<file path="config.mk">
export PLATFORM = sky130hd
export DESIGN_NAME = sms_spi
export DESIGN_NICKNAME = d
export VERILOG_FILES = /design/src/logic/sms_pkg.sv /design/src/logic/sms_spi.sv /design/src/logic/sms_fifo.sv
export SDC_FILE = /design/constraint.sdc
export NUM_CORES = 1
export LEC_CHECK = 0
export ABC_AREA = 0
export BUFFER_PORTS_ARGS = -buffer_cell sky130_fd_sc_hd__buf_2
export CORE_ASPECT_RATIO = 1.4
export CORE_UTILIZATION = 50
export DETAILED_ROUTE_END_ITERATION = 10
export PLACE_DENSITY = 0.67
export SLEW_MARGIN = 20
export SYNTH_ARGS = -nofsm -noshare
export SYNTH_HDL_FRONTEND = slang
export SYNTH_HIERARCHICAL = 1
export SYNTH_SLANG_ARGS = --single-unit
</file>
<file path="constraint.sdc">
create_clock -name sys_clk_i -period 9.1 [get_ports sys_clk_i]
set_input_delay 2.73 -clock sys_clk_i [delete_from_list [all_inputs] [get_ports sys_clk_i]]
set_output_delay 2.73 -clock sys_clk_i [all_outputs]
set_load 0.03 [all_outputs]
</file>
<file path="src/logic/sms_pkg.sv">
/*
 * shared constants and types of the serial master and slave units.
 * assumes one 8-bit special function register port from the core.
 */
package sms_pkg;
    // register offsets
    localparam logic [7:0] ADDR_MASTER_SHIFT_DATA = 8'hB2;
    localparam logic [7:0] ADDR_MASTER_CONTROL = 8'hB3;
    localparam logic [7:0] ADDR_SLAVE_CONFIG = 8'hBC;
    localparam logic [7:0] ADDR_SLAVE_SHIFT_DATA = 8'hBD;
    localparam logic [7:0] ADDR_SLAVE_EVENT_FLAGS = 8'hBE;
    localparam logic [7:0] REG_RESET = 8'h00;
    // field positions
    localparam int MCTL_ENABLE_BIT = 4;
    localparam int MCTL_DIV_MSB = 3;
    localparam int SCFG_ENABLE_BIT = 0;
    localparam int SCFG_NO_RISE_IRQ_BIT = 5;
    localparam int SCFG_NO_FALL_IRQ_BIT = 4;
    localparam int SCFG_NO_IRQ_BIT = 3;
    localparam int SFLAG_RISE_BIT = 2;
    localparam int SFLAG_FALL_BIT = 1;
    localparam int SFLAG_BYTE_BIT = 0;
    localparam logic [7:0] SCFG_RW_MASK = 8'h39;
    // timing counts and receive buffer depth
    localparam int BITS_PER_BYTE = 8;
    localparam int TDREADY_CYC = 7;
    localparam int FIFO_WORDS = 8;
    // special function register access
    typedef struct packed {
        logic [7:0] addr;
        logic [7:0] wdata;
        logic wr;
        logic rd;
    } sms_sfr_req_t;
    // master transfer sequence
    typedef enum logic [1:0] {
        M_IDLE = 2'b00,
        M_SHIFT = 2'b01,
        M_DONE = 2'b10
    } sms_mstate_t;
endpackage

</file>
<file path="src/logic/sms_spi.sv">
/*
 * mode 0 serial master and serial slave behind special function registers.
 * assumes a single-cycle register port on sys_clk_i and external pins that
 * are asynchronous to it; pin direction logic sits outside.
 */
`timescale 1ns/1ns
module sms_spi
    import sms_pkg::*;
#(
    parameter int FIFO_DEPTH = FIFO_WORDS
) (
    input wire logic sys_clk_i,
    input wire logic reset_n_i,
    input wire sms_sfr_req_t sfr_req_i,
    output logic [7:0] sfr_rdata_o,
    output logic master_sck_o,
    output logic master_serial_out_o,
    input wire logic master_serial_in_i,
    output logic master_ready_irq_o,
    input wire logic slave_select_in_n_i,
    input wire logic slave_serial_in_i,
    input wire logic slave_serial_clock_i,
    output logic slave_serial_out_o,
    output logic slave_serial_out_oe_o,
    output logic slave_irq_request_flag_o
);
    // half serial period in core cycles for a divider code
    function automatic logic [5:0] half_cycles(input logic [3:0] code);
        case (code)
            4'h0, 4'h1: half_cycles = 6'd1;
            4'h2: half_cycles = 6'd2;
            4'h3: half_cycles = 6'd4;
            4'h4: half_cycles = 6'd8;
            4'h5: half_cycles = 6'd16;
            default: half_cycles = 6'd32;
        endcase
    endfunction

    logic wr_mdat, wr_mctl, wr_scfg, wr_sdat, rd_sdat, rd_sflag;
    assign wr_mdat = sfr_req_i.wr && (sfr_req_i.addr == ADDR_MASTER_SHIFT_DATA);
    assign wr_mctl = sfr_req_i.wr && (sfr_req_i.addr == ADDR_MASTER_CONTROL);
    assign wr_scfg = sfr_req_i.wr && (sfr_req_i.addr == ADDR_SLAVE_CONFIG);
    assign wr_sdat = sfr_req_i.wr && (sfr_req_i.addr == ADDR_SLAVE_SHIFT_DATA);
    assign rd_sdat = sfr_req_i.rd && (sfr_req_i.addr == ADDR_SLAVE_SHIFT_DATA);
    assign rd_sflag = sfr_req_i.rd && (sfr_req_i.addr == ADDR_SLAVE_EVENT_FLAGS);

    // two-stage synchronisers for all pins, then a previous-value stage
    // order: 3 master in, 2 slave select, 1 slave data in, 0 slave clock
    logic [3:0] pin_meta_ff, pin_sync_ff, pin_prev_ff;
    always_ff @(posedge sys_clk_i or negedge reset_n_i)
    begin
        if (!reset_n_i)
        begin
            // idle pin levels: select high, data and clocks low, so no false edge
            pin_meta_ff <= 4'h4;
            pin_sync_ff <= 4'h4;
            pin_prev_ff <= 4'h4;
        end
        else
        begin
            pin_meta_ff <= {master_serial_in_i, slave_select_in_n_i,
                            slave_serial_in_i, slave_serial_clock_i};
            pin_sync_ff <= pin_meta_ff;
            pin_prev_ff <= pin_sync_ff;
        end
    end

    // master
    sms_mstate_t mstate_ff, nxt_mstate;
    logic [7:0] mctl_ff, nxt_mctl, msh_ff, nxt_msh;
    logic [5:0] div_cnt_ff, nxt_div_cnt;
    logic [3:0] falls_ff, nxt_falls;
    logic [2:0] dly_ff, nxt_dly;
    logic [1:0] rise_dly_ff, nxt_rise_dly;
    logic [7:0] mrx_ff, nxt_mrx;
    logic sck_ff, nxt_sck, ready_ff, nxt_ready, half_tick;

    // one-cycle enable every half serial period
    assign half_tick = (div_cnt_ff == half_cycles(mctl_ff[MCTL_DIV_MSB:0]) - 6'd1);

    // transfer sequencer: wait half period, eight pulses, ready delay
    always_comb
    begin
        nxt_mstate = mstate_ff;
        nxt_mctl = wr_mctl ? {3'b000, sfr_req_i.wdata[4:0]} : mctl_ff;
        nxt_msh = msh_ff;
        nxt_div_cnt = half_tick ? 6'd0 : div_cnt_ff + 6'd1;
        nxt_falls = falls_ff;
        nxt_dly = dly_ff;
        nxt_sck = sck_ff;
        // a rise is taken two cycles late, which undoes the pin synchroniser delay
        nxt_rise_dly = {rise_dly_ff[0], 1'b0};
        nxt_mrx = rise_dly_ff[1] ? {mrx_ff[6:0], pin_sync_ff[3]} : mrx_ff;
        nxt_ready = ready_ff;
        case (mstate_ff)
            M_IDLE:
            begin
                if (wr_mdat && mctl_ff[MCTL_ENABLE_BIT])
                begin
                    nxt_msh = sfr_req_i.wdata;
                    nxt_ready = 1'b0;
                    nxt_div_cnt = 6'd0;
                    nxt_falls = 4'd0;
                    nxt_mstate = M_SHIFT;
                end
            end
            M_SHIFT:
            begin
                if (half_tick && !sck_ff)
                begin
                    nxt_sck = 1'b1;
                    nxt_rise_dly[0] = 1'b1;
                end
                else if (half_tick)
                begin
                    nxt_sck = 1'b0;
                    nxt_msh = {msh_ff[6:0], 1'b0};
                    nxt_falls = falls_ff + 4'd1;
                    if (falls_ff == 4'(BITS_PER_BYTE - 1))
                    begin
                        nxt_dly = 3'd0;
                        nxt_mstate = M_DONE;
                    end
                end
            end
            M_DONE:
            begin
                nxt_dly = dly_ff + 3'd1;
                if (dly_ff == 3'(TDREADY_CYC - 1))
                begin
                    nxt_ready = 1'b1;
                    nxt_msh = mrx_ff;
                    nxt_mstate = M_IDLE;
                end
            end
            default: nxt_mstate = M_IDLE;
        endcase
        // disabling aborts a transfer and parks the clock low
        if (!mctl_ff[MCTL_ENABLE_BIT])
        begin
            nxt_mstate = M_IDLE;
            nxt_sck = 1'b0;
        end
    end

    always_ff @(posedge sys_clk_i or negedge reset_n_i)
    begin
        if (!reset_n_i)
        begin
            mstate_ff <= M_IDLE;
            mctl_ff <= REG_RESET;
            msh_ff <= REG_RESET;
            div_cnt_ff <= 6'd0;
            falls_ff <= 4'd0;
            dly_ff <= 3'd0;
            sck_ff <= 1'b0;
            rise_dly_ff <= 2'b00;
            mrx_ff <= REG_RESET;
            ready_ff <= 1'b0;
        end
        else
        begin
            mstate_ff <= nxt_mstate;
            mctl_ff <= nxt_mctl;
            msh_ff <= nxt_msh;
            div_cnt_ff <= nxt_div_cnt;
            falls_ff <= nxt_falls;
            dly_ff <= nxt_dly;
            sck_ff <= nxt_sck;
            rise_dly_ff <= nxt_rise_dly;
            mrx_ff <= nxt_mrx;
            ready_ff <= nxt_ready;
        end
    end

    assign master_sck_o = sck_ff;
    assign master_serial_out_o = msh_ff[7];
    assign master_ready_irq_o = ready_ff;

    // slave
    logic [7:0] scfg_ff, nxt_scfg, tx_buf_ff, nxt_tx_buf, tx_sh_ff, nxt_tx_sh;
    logic [7:0] rx_sh_ff, nxt_rx_sh, rx_byte, fifo_head;
    logic [2:0] sflag_ff, nxt_sflag, bit_cnt_ff, nxt_bit_cnt, flag_set;
    logic reload_ff, nxt_reload, fifo_in_valid, fifo_in_ready, fifo_out_valid;
    logic s_en, sel, cs_rise, cs_fall, sck_rise, sck_fall;

    assign s_en = scfg_ff[SCFG_ENABLE_BIT];
    assign sel = s_en && !pin_sync_ff[2];
    assign cs_rise = s_en && !pin_prev_ff[2] && pin_sync_ff[2];
    assign cs_fall = s_en && pin_prev_ff[2] && !pin_sync_ff[2];
    assign sck_rise = sel && !pin_prev_ff[0] && pin_sync_ff[0];
    assign sck_fall = sel && pin_prev_ff[0] && !pin_sync_ff[0];
    assign rx_byte = {rx_sh_ff[6:0], pin_sync_ff[1]};
    // a full buffer stalls bit capture until software drains it
    assign fifo_in_valid = sck_rise && fifo_in_ready && (bit_cnt_ff == 3'd7);

    // event causes, gated per edge by the config
    always_comb
    begin
        flag_set = 3'b000;
        flag_set[SFLAG_RISE_BIT] = cs_rise && !scfg_ff[SCFG_NO_RISE_IRQ_BIT];
        flag_set[SFLAG_FALL_BIT] = cs_fall && !scfg_ff[SCFG_NO_FALL_IRQ_BIT];
        flag_set[SFLAG_BYTE_BIT] = fifo_in_valid;
    end

    // slave shifter, config, transmit buffer and flags
    always_comb
    begin
        nxt_scfg = wr_scfg ? (sfr_req_i.wdata & SCFG_RW_MASK) : scfg_ff;
        nxt_tx_buf = wr_sdat ? sfr_req_i.wdata : tx_buf_ff;
        nxt_tx_sh = tx_sh_ff;
        nxt_rx_sh = rx_sh_ff;
        nxt_bit_cnt = bit_cnt_ff;
        nxt_reload = reload_ff;
        // a set in the same cycle as the clearing read survives
        nxt_sflag = (rd_sflag ? 3'b000 : sflag_ff) | flag_set;
        if (!sel)
            nxt_bit_cnt = 3'd0;
        if (cs_fall)
        begin
            nxt_tx_sh = tx_buf_ff;
            nxt_reload = 1'b0;
        end
        else if (sck_rise && fifo_in_ready)
        begin
            nxt_rx_sh = rx_byte;
            nxt_bit_cnt = bit_cnt_ff + 3'd1;
            nxt_reload = (bit_cnt_ff == 3'd7);
        end
        else if (sck_fall)
        begin
            nxt_tx_sh = reload_ff ? tx_buf_ff : {tx_sh_ff[6:0], 1'b0};
            nxt_reload = 1'b0;
        end
    end

    always_ff @(posedge sys_clk_i or negedge reset_n_i)
    begin
        if (!reset_n_i)
        begin
            scfg_ff <= REG_RESET;
            tx_buf_ff <= REG_RESET;
            tx_sh_ff <= REG_RESET;
            rx_sh_ff <= REG_RESET;
            sflag_ff <= 3'b000;
            bit_cnt_ff <= 3'd0;
            reload_ff <= 1'b0;
        end
        else
        begin
            scfg_ff <= nxt_scfg;
            tx_buf_ff <= nxt_tx_buf;
            tx_sh_ff <= nxt_tx_sh;
            rx_sh_ff <= nxt_rx_sh;
            sflag_ff <= nxt_sflag;
            bit_cnt_ff <= nxt_bit_cnt;
            reload_ff <= nxt_reload;
        end
    end

    // received bytes queue up until software reads the slave data register
    sms_fifo #(
        .WIDTH(8),
        .DEPTH(FIFO_DEPTH)
    ) u_rx_fifo (
        .sys_clk_i(sys_clk_i),
        .reset_n_i(reset_n_i),
        .in_valid_i(fifo_in_valid),
        .in_ready_o(fifo_in_ready),
        .in_data_i(rx_byte),
        .out_valid_o(fifo_out_valid),
        .out_ready_i(rd_sdat),
        .out_data_o(fifo_head)
    );

    assign slave_serial_out_o = tx_sh_ff[7];
    assign slave_serial_out_oe_o = sel;
    assign slave_irq_request_flag_o = (sflag_ff != 3'b000) && !scfg_ff[SCFG_NO_IRQ_BIT];

    // register read port
    logic [7:0] rdata_ff, nxt_rdata;
    always_comb
    begin
        nxt_rdata = rdata_ff;
        if (sfr_req_i.rd)
        begin
            case (sfr_req_i.addr)
                ADDR_MASTER_SHIFT_DATA: nxt_rdata = msh_ff;
                ADDR_MASTER_CONTROL: nxt_rdata = mctl_ff;
                ADDR_SLAVE_CONFIG: nxt_rdata = scfg_ff;
                ADDR_SLAVE_SHIFT_DATA: nxt_rdata = fifo_out_valid ? fifo_head : 8'h00;
                ADDR_SLAVE_EVENT_FLAGS: nxt_rdata = {5'b00000, sflag_ff};
                default: nxt_rdata = 8'h00;
            endcase
        end
    end

    always_ff @(posedge sys_clk_i or negedge reset_n_i)
    begin
        if (!reset_n_i)
            rdata_ff <= REG_RESET;
        else
            rdata_ff <= nxt_rdata;
    end

    assign sfr_rdata_o = rdata_ff;
endmodule

</file>
<file path="src/logic/sms_fifo.sv">
/*
 * small flip-flop fifo with valid/ready on both sides.
 * assumes one clock and an active low asynchronous reset.
 */
`timescale 1ns/1ns
module sms_fifo #(
    parameter int WIDTH = 8,
    parameter int DEPTH = 8
) (
    input wire logic sys_clk_i,
    input wire logic reset_n_i,
    input wire logic in_valid_i,
    output logic in_ready_o,
    input wire logic [WIDTH-1:0] in_data_i,
    output logic out_valid_o,
    input wire logic out_ready_i,
    output logic [WIDTH-1:0] out_data_o
);
    localparam int AW = (DEPTH > 1) ? $clog2(DEPTH) : 1;
    localparam int CW = $clog2(DEPTH + 1);
    logic [WIDTH-1:0] mem_ff [DEPTH];
    logic [AW-1:0] wr_ptr_ff, nxt_wr_ptr, rd_ptr_ff, nxt_rd_ptr;
    logic [CW-1:0] count_ff, nxt_count;
    logic push, pop;

    // honest full and empty from the word count
    assign in_ready_o = (count_ff != CW'(DEPTH));
    assign out_valid_o = (count_ff != '0);
    assign out_data_o = mem_ff[rd_ptr_ff];
    assign push = in_valid_i && in_ready_o;
    assign pop = out_valid_o && out_ready_i;

    // pointer and count update, wrapping at depth
    always_comb
    begin
        nxt_wr_ptr = wr_ptr_ff;
        nxt_rd_ptr = rd_ptr_ff;
        if (push)
            nxt_wr_ptr = (wr_ptr_ff == AW'(DEPTH - 1)) ? '0 : wr_ptr_ff + 1'b1;
        if (pop)
            nxt_rd_ptr = (rd_ptr_ff == AW'(DEPTH - 1)) ? '0 : rd_ptr_ff + 1'b1;
        nxt_count = count_ff + CW'(push) - CW'(pop);
    end

    always_ff @(posedge sys_clk_i or negedge reset_n_i)
    begin
        if (!reset_n_i)
        begin
            wr_ptr_ff <= '0;
            rd_ptr_ff <= '0;
            count_ff <= '0;
        end
        else
        begin
            wr_ptr_ff <= nxt_wr_ptr;
            rd_ptr_ff <= nxt_rd_ptr;
            count_ff <= nxt_count;
        end
    end

    // storage, no reset needed
    always_ff @(posedge sys_clk_i)
    begin
        if (push)
            mem_ff[wr_ptr_ff] <= in_data_i;
    end
endmodule

</file>
==> results.md <==
Die:
- The region available for standard cell placement spans 0.0146 sq mm.
- The die covers 0.0156 sq mm.
- The number of cell rows is 52.
- The initial utilization of the core area, before any placement, comes to 0.517.
- The chip height is 148 um.
- From left edge to right edge, the die measures 106 um.
- Pin placement for this block handled 38 I/O pins.

STA:
- The final max-slew violation count was 0.
- Of the available clock period, the critical path in the final layout requires 0.514.
- The number of hold violations in the final report came to 0.
- In this run the tightest slew margin relative to its limit is 0.349.
- For the finished layout, the period the worst path requires is 4.68 ns.
- In the final timing run, aggregate negative setup slack is 0 ns.
- The final clock skew is 0.0118 ns.
- The transition at the pin with the smallest max-transition slack is 0.976 ns.
- Setup repair after global routing left no endpoint under its margin.
- The maximum clock frequency is 214 MHz.
- The final worst hold slack is 0.354 ns.
- The setup-violating endpoint count in the final report is 0.

Synth:
- After synthesis, the mean cell area works out to 13.6 sq um.
- Synthesis produced a netlist with a net count of 604.
- The number of synthesis warnings is 6.
- The number of standard cells after synthesis is 557.
- Among all cell types in the netlist, the one instantiated most often is sky130_fd_sc_hd__dfrtp_1.
- The synthesized design contains 166 register bits.
- The most area-hungry cell type in the Yosys netlist is sky130_fd_sc_hd__dfrtp_1.
- After synthesis, the cell types taking the most area are sky130_fd_sc_hd__dfrtp_1 33%, sky130_fd_sc_hd__edfxtp_1 25%, sky130_fd_sc_hd__mux2_2 6.7%.
- The share of synthesized flip-flops with an asynchronous set or reset is 0.614.
- The predominant post-synthesis flop cell is sky130_fd_sc_hd__dfrtp_1.
- The top-area cell type share of the netlist area is 0.328.
- In the synthesized netlist, the cells that appear most often are 99 x sky130_fd_sc_hd__dfrtp_1, 64 x sky130_fd_sc_hd__edfxtp_1, 45 x sky130_fd_sc_hd__mux2_2.
- The sequential area share after synthesis is 0.592.
- The cell area after technology mapping is 0.00756 sq mm.
- The number of unique standard cell types used by synthesis is 66.
- The count of flip-flops with a built-in enable after synthesis is 64.

Setup path:
- For this design, the slowest cell found on the critical path is sky130_fd_sc_hd__nor3b_1.
- The worst setup path is of the in -> reg kind.
- The number of buffers and inverters on the critical path is 3.
- Data on the critical path is required at its endpoint by 9.44 ns.
- The number of cells on the worst reg-to-reg path is 9.
- The biggest fanout along the worst timing path is 4.
- The critical path capture point is u_rx_fifo/count_ff[3]$_DFF_PN0_.
- The largest single stage delay on the critical path is 0.37 ns.
- STA classifies the critical path endpoint as a register.
- On the critical path the largest part of the delay comes from simple AND/OR/NAND/NOR gates.
- The category of the worst setup path launch point is a primary input.
- The endpoint identified for the worst register-to-register timing path is msh_ff[5]$_DFFE_PN0P_.
- STA puts the critical path data arrival time at 5.02 ns.
- The logic depth of the worst path, buffers included is 13.
- Tracing the worst setup path back leads to its startpoint at sfr_req_i[16].
- The beginning of the worst register-to-register path is mctl_ff[1]$_DFFE_PN0P_.
- The worst register-to-register path has a setup slack of 5.21 ns.
- The critical path goes through buf_2 -> and4b_1 -> nand3_1 -> nor3b_1 -> and2_1 -> nand2_1 -> inv_1 -> ha_1 -> inv_1 -> ha_1 -> a21o_1 -> a21oi_1 -> xor2_1.

Status:
- The run finished with clean final reports.

Place:
- The detailed-placement wirelength estimate is 11,100 um.
- The number of port buffers is 37.
- The last weighted congestion value of the routability-driven placer is 0.864.
- The number of placed instances with taps included is 768.

Global route:
- The initial antenna violation count is 0.
- The overflow left after global routing is 0.
- The number of global-route vias before repair is 4,751.
- The combined global-route utilization of all metal layers is 0.207.
- Entering global routing, the biggest net connects 76 pins.
- The first global-routing pass estimated 24,300 um of wire.

Clock network:
- The buffer levels on the longest clock path is 2.
- The number of gates given a new drive strength after cts is 0.
- In this run, post-CTS hold repair placed 0 buffers.
- The root buffer cell chosen for the clock tree is sky130_fd_sc_hd__clkbuf_16.
- The number of clock sinks is 166.
- The clock network latency to the later pin of the worst-skew pair is 0.42 ns.
- The setup fix buffers added after clock tree synthesis is 0.
- In this run the number of H-tree levels came out at 4.
- The post-CTS clock slew at the launch and capture registers of the worst setup and hold paths is 0.06 ns.
- The CTS tree is built.
- Counting the buffers created by CTS gives 17.

Min path:
- In this run the most critical hold path is launched from pin_meta_ff[1]$_DFF_PN0_.
- The kind of path behind the tightest hold check is reg -> reg.

Finish:
- After the last flow step, the layout net total stands at 645.
- The count of non-filler cells in the finished layout is 800.
- Of the cells placed in the final design, the portion with a size suffix greater than 1 is 0.249.
- The number of diodes added for antenna fixing is 0.
- The layout-stage area growth over the synthesis result is 12.0%.

Power:
- The power density relative to cell area is 190 mW/mm^2.
- In this run the static leakage power is 3.49 nW.
- The worst vdd rail ir drop is 119 uV.

Routing:
- The routed wire length per instance is 18.7 um.
- The number of detailed-route iterations in the first pass is 4.
- After the first detailed-routing iteration, the DRC count stood at 197.
- In the routed layout, each cell is associated on average with a via count of 5.75.
- The final layout contains routed wiring with a total length of 15,000 um.
- The total vias in the final route is 4,599.
- The post-route DRC violation count is 0.
- The remaining antenna violation count after routing is 0.

Job:
- Max-cap violations in this run came to 0.
-- how the worst min path moves through the flow --
stage,endpoint,slack [ns],cells past startpoint
floorplan,pin_sync_ff[0]$_DFF_PN0_,0.33,0
global placement,pin_sync_ff[0]$_DFF_PN0_,0.33,0
detailed placement,pin_sync_ff[1]$_DFF_PN0_,0.34,0
CTS,pin_sync_ff[2]$_DFF_PN1_,0.36,0
global route,pin_sync_ff[2]$_DFF_PN1_,0.36,0
finish,pin_sync_ff[1]$_DFF_PN0_,0.35,0
-- registers in the layout (all words and copies together) (netlist names), 5 cells and up --
name / count
div_cnt_ff: 6
tx_sh_ff: 8
tx_buf_ff: 8
mctl_ff: 5
u_rx_fifo/mem_ff: 64
mrx_ff: 8
rx_sh_ff: 7
msh_ff: 8
sfr_rdata_o: 8
-- stage by stage --
stage | setup WS [ns] | instance area (sq um) | power [mW] | util
5_1_grt | 4.25 | 8470 | 1.67 | 0.579
3_5_place_dp | 4.04 | 7930 | 0.974 | 0.542
4_1_cts | 4.48 | 8470 | 1.62 | 0.579
3_3_place_gp | 4.13 | 7930 | 0.965 | 0.542
2_1_floorplan | 4.48 | 7560 | 0.925 | -
6_report | 4.42 | 8470 | 1.61 | 0.579
-- power breakdown --
group	total [mW]	leakage, nW	switching (mW)	internal, mW
Combinational	0.124	1.31	0.0709	0.0535
Clock	0.652	0.259	0.292	0.360
Sequential	0.834	1.92	0.0324	0.801
-- worst reg2reg max path: stages, from the launching register on --
cell	delay [ns]
sky130_fd_sc_hd__dfrtp_1	0.47
sky130_fd_sc_hd__inv_1	0.11
sky130_fd_sc_hd__or4_2	0.66
sky130_fd_sc_hd__ha_1	0.34
sky130_fd_sc_hd__xnor2_1	0.14
sky130_fd_sc_hd__a311o_1	0.37
sky130_fd_sc_hd__a2111oi_4	0.44
sky130_fd_sc_hd__o21ai_2	0.17
sky130_fd_sc_hd__a2111oi_4	0.68
sky130_fd_sc_hd__mux2_2	0.41
-- logic make-up (layout without fill, tap and decap cells) --
kind of cell               count (synthesis)  after routing  synth area share
muxes                                     81             81             0.150
DFF                                      166            166             0.592
AOI/OAI and AO/OA                         94             94            0.0907
xor gates and xnor gates                   9              9            0.0104
and+or+nand+nor                          136            136            0.0903
buffers and inverters                     48            102            0.0271
adders and majority gates                 23             23            0.0390
-- placed cells by master, fill, tap and decap left out, types with 5 or more instances in the layout --
master,netlist,final
sky130_fd_sc_hd__dfrtp_1,99,99
sky130_fd_sc_hd__edfxtp_1,64,64
sky130_fd_sc_hd__mux2_2,45,45
sky130_fd_sc_hd__nand2_1,40,40
sky130_fd_sc_hd__buf_2,1,36
sky130_fd_sc_hd__nor2_1,35,35
sky130_fd_sc_hd__inv_1,27,27
sky130_fd_sc_hd__ha_1,22,22
sky130_fd_sc_hd__o21ai_0,19,19
sky130_fd_sc_hd__clkbuf_16,0,17
sky130_fd_sc_hd__a21oi_1,15,15
sky130_fd_sc_hd__mux2i_1,12,12
sky130_fd_sc_hd__nand3_1,11,11
sky130_fd_sc_hd__nor2b_1,9,9
sky130_fd_sc_hd__a22oi_1,9,9
sky130_fd_sc_hd__nor3_1,8,8
sky130_fd_sc_hd__o22ai_1,8,8
sky130_fd_sc_hd__mux4_1,8,8
sky130_fd_sc_hd__mux4_2,8,8
sky130_fd_sc_hd__mux2_4,8,8
sky130_fd_sc_hd__buf_4,0,7
sky130_fd_sc_hd__o211ai_1,6,6
sky130_fd_sc_hd__nand2b_1,5,5
sky130_fd_sc_hd__xnor2_1,5,5
sky130_fd_sc_hd__and2_1,5,5
-- cell type report --
cell class / count / area (sq um)
fill: 1160 / 6170
timing repair buffer: 43 / 233
tap: 189 / 236
inverter: 27 / 101
clock buffer: 20 / 447
sequential: 166 / 4480
clock inverter: 12 / 96.3
multi-input combinational: 343 / 2880
-- metal layers --
| layer | up-vias | global-route usage | part of all wire |
|---|---|---|---|
| met5 | - | 0 | 0 |
| met2 | 86 | 0.373 | 0.54 |
| met4 | 0 | 0.0861 | 0.027 |
| met3 | 27 | 0.0370 | 0.034 |
| li1 | 2156 | - | - |
| met1 | 2330 | 0.240 | 0.40 |
Note: power is estimated with default switching activity, not from simulation.
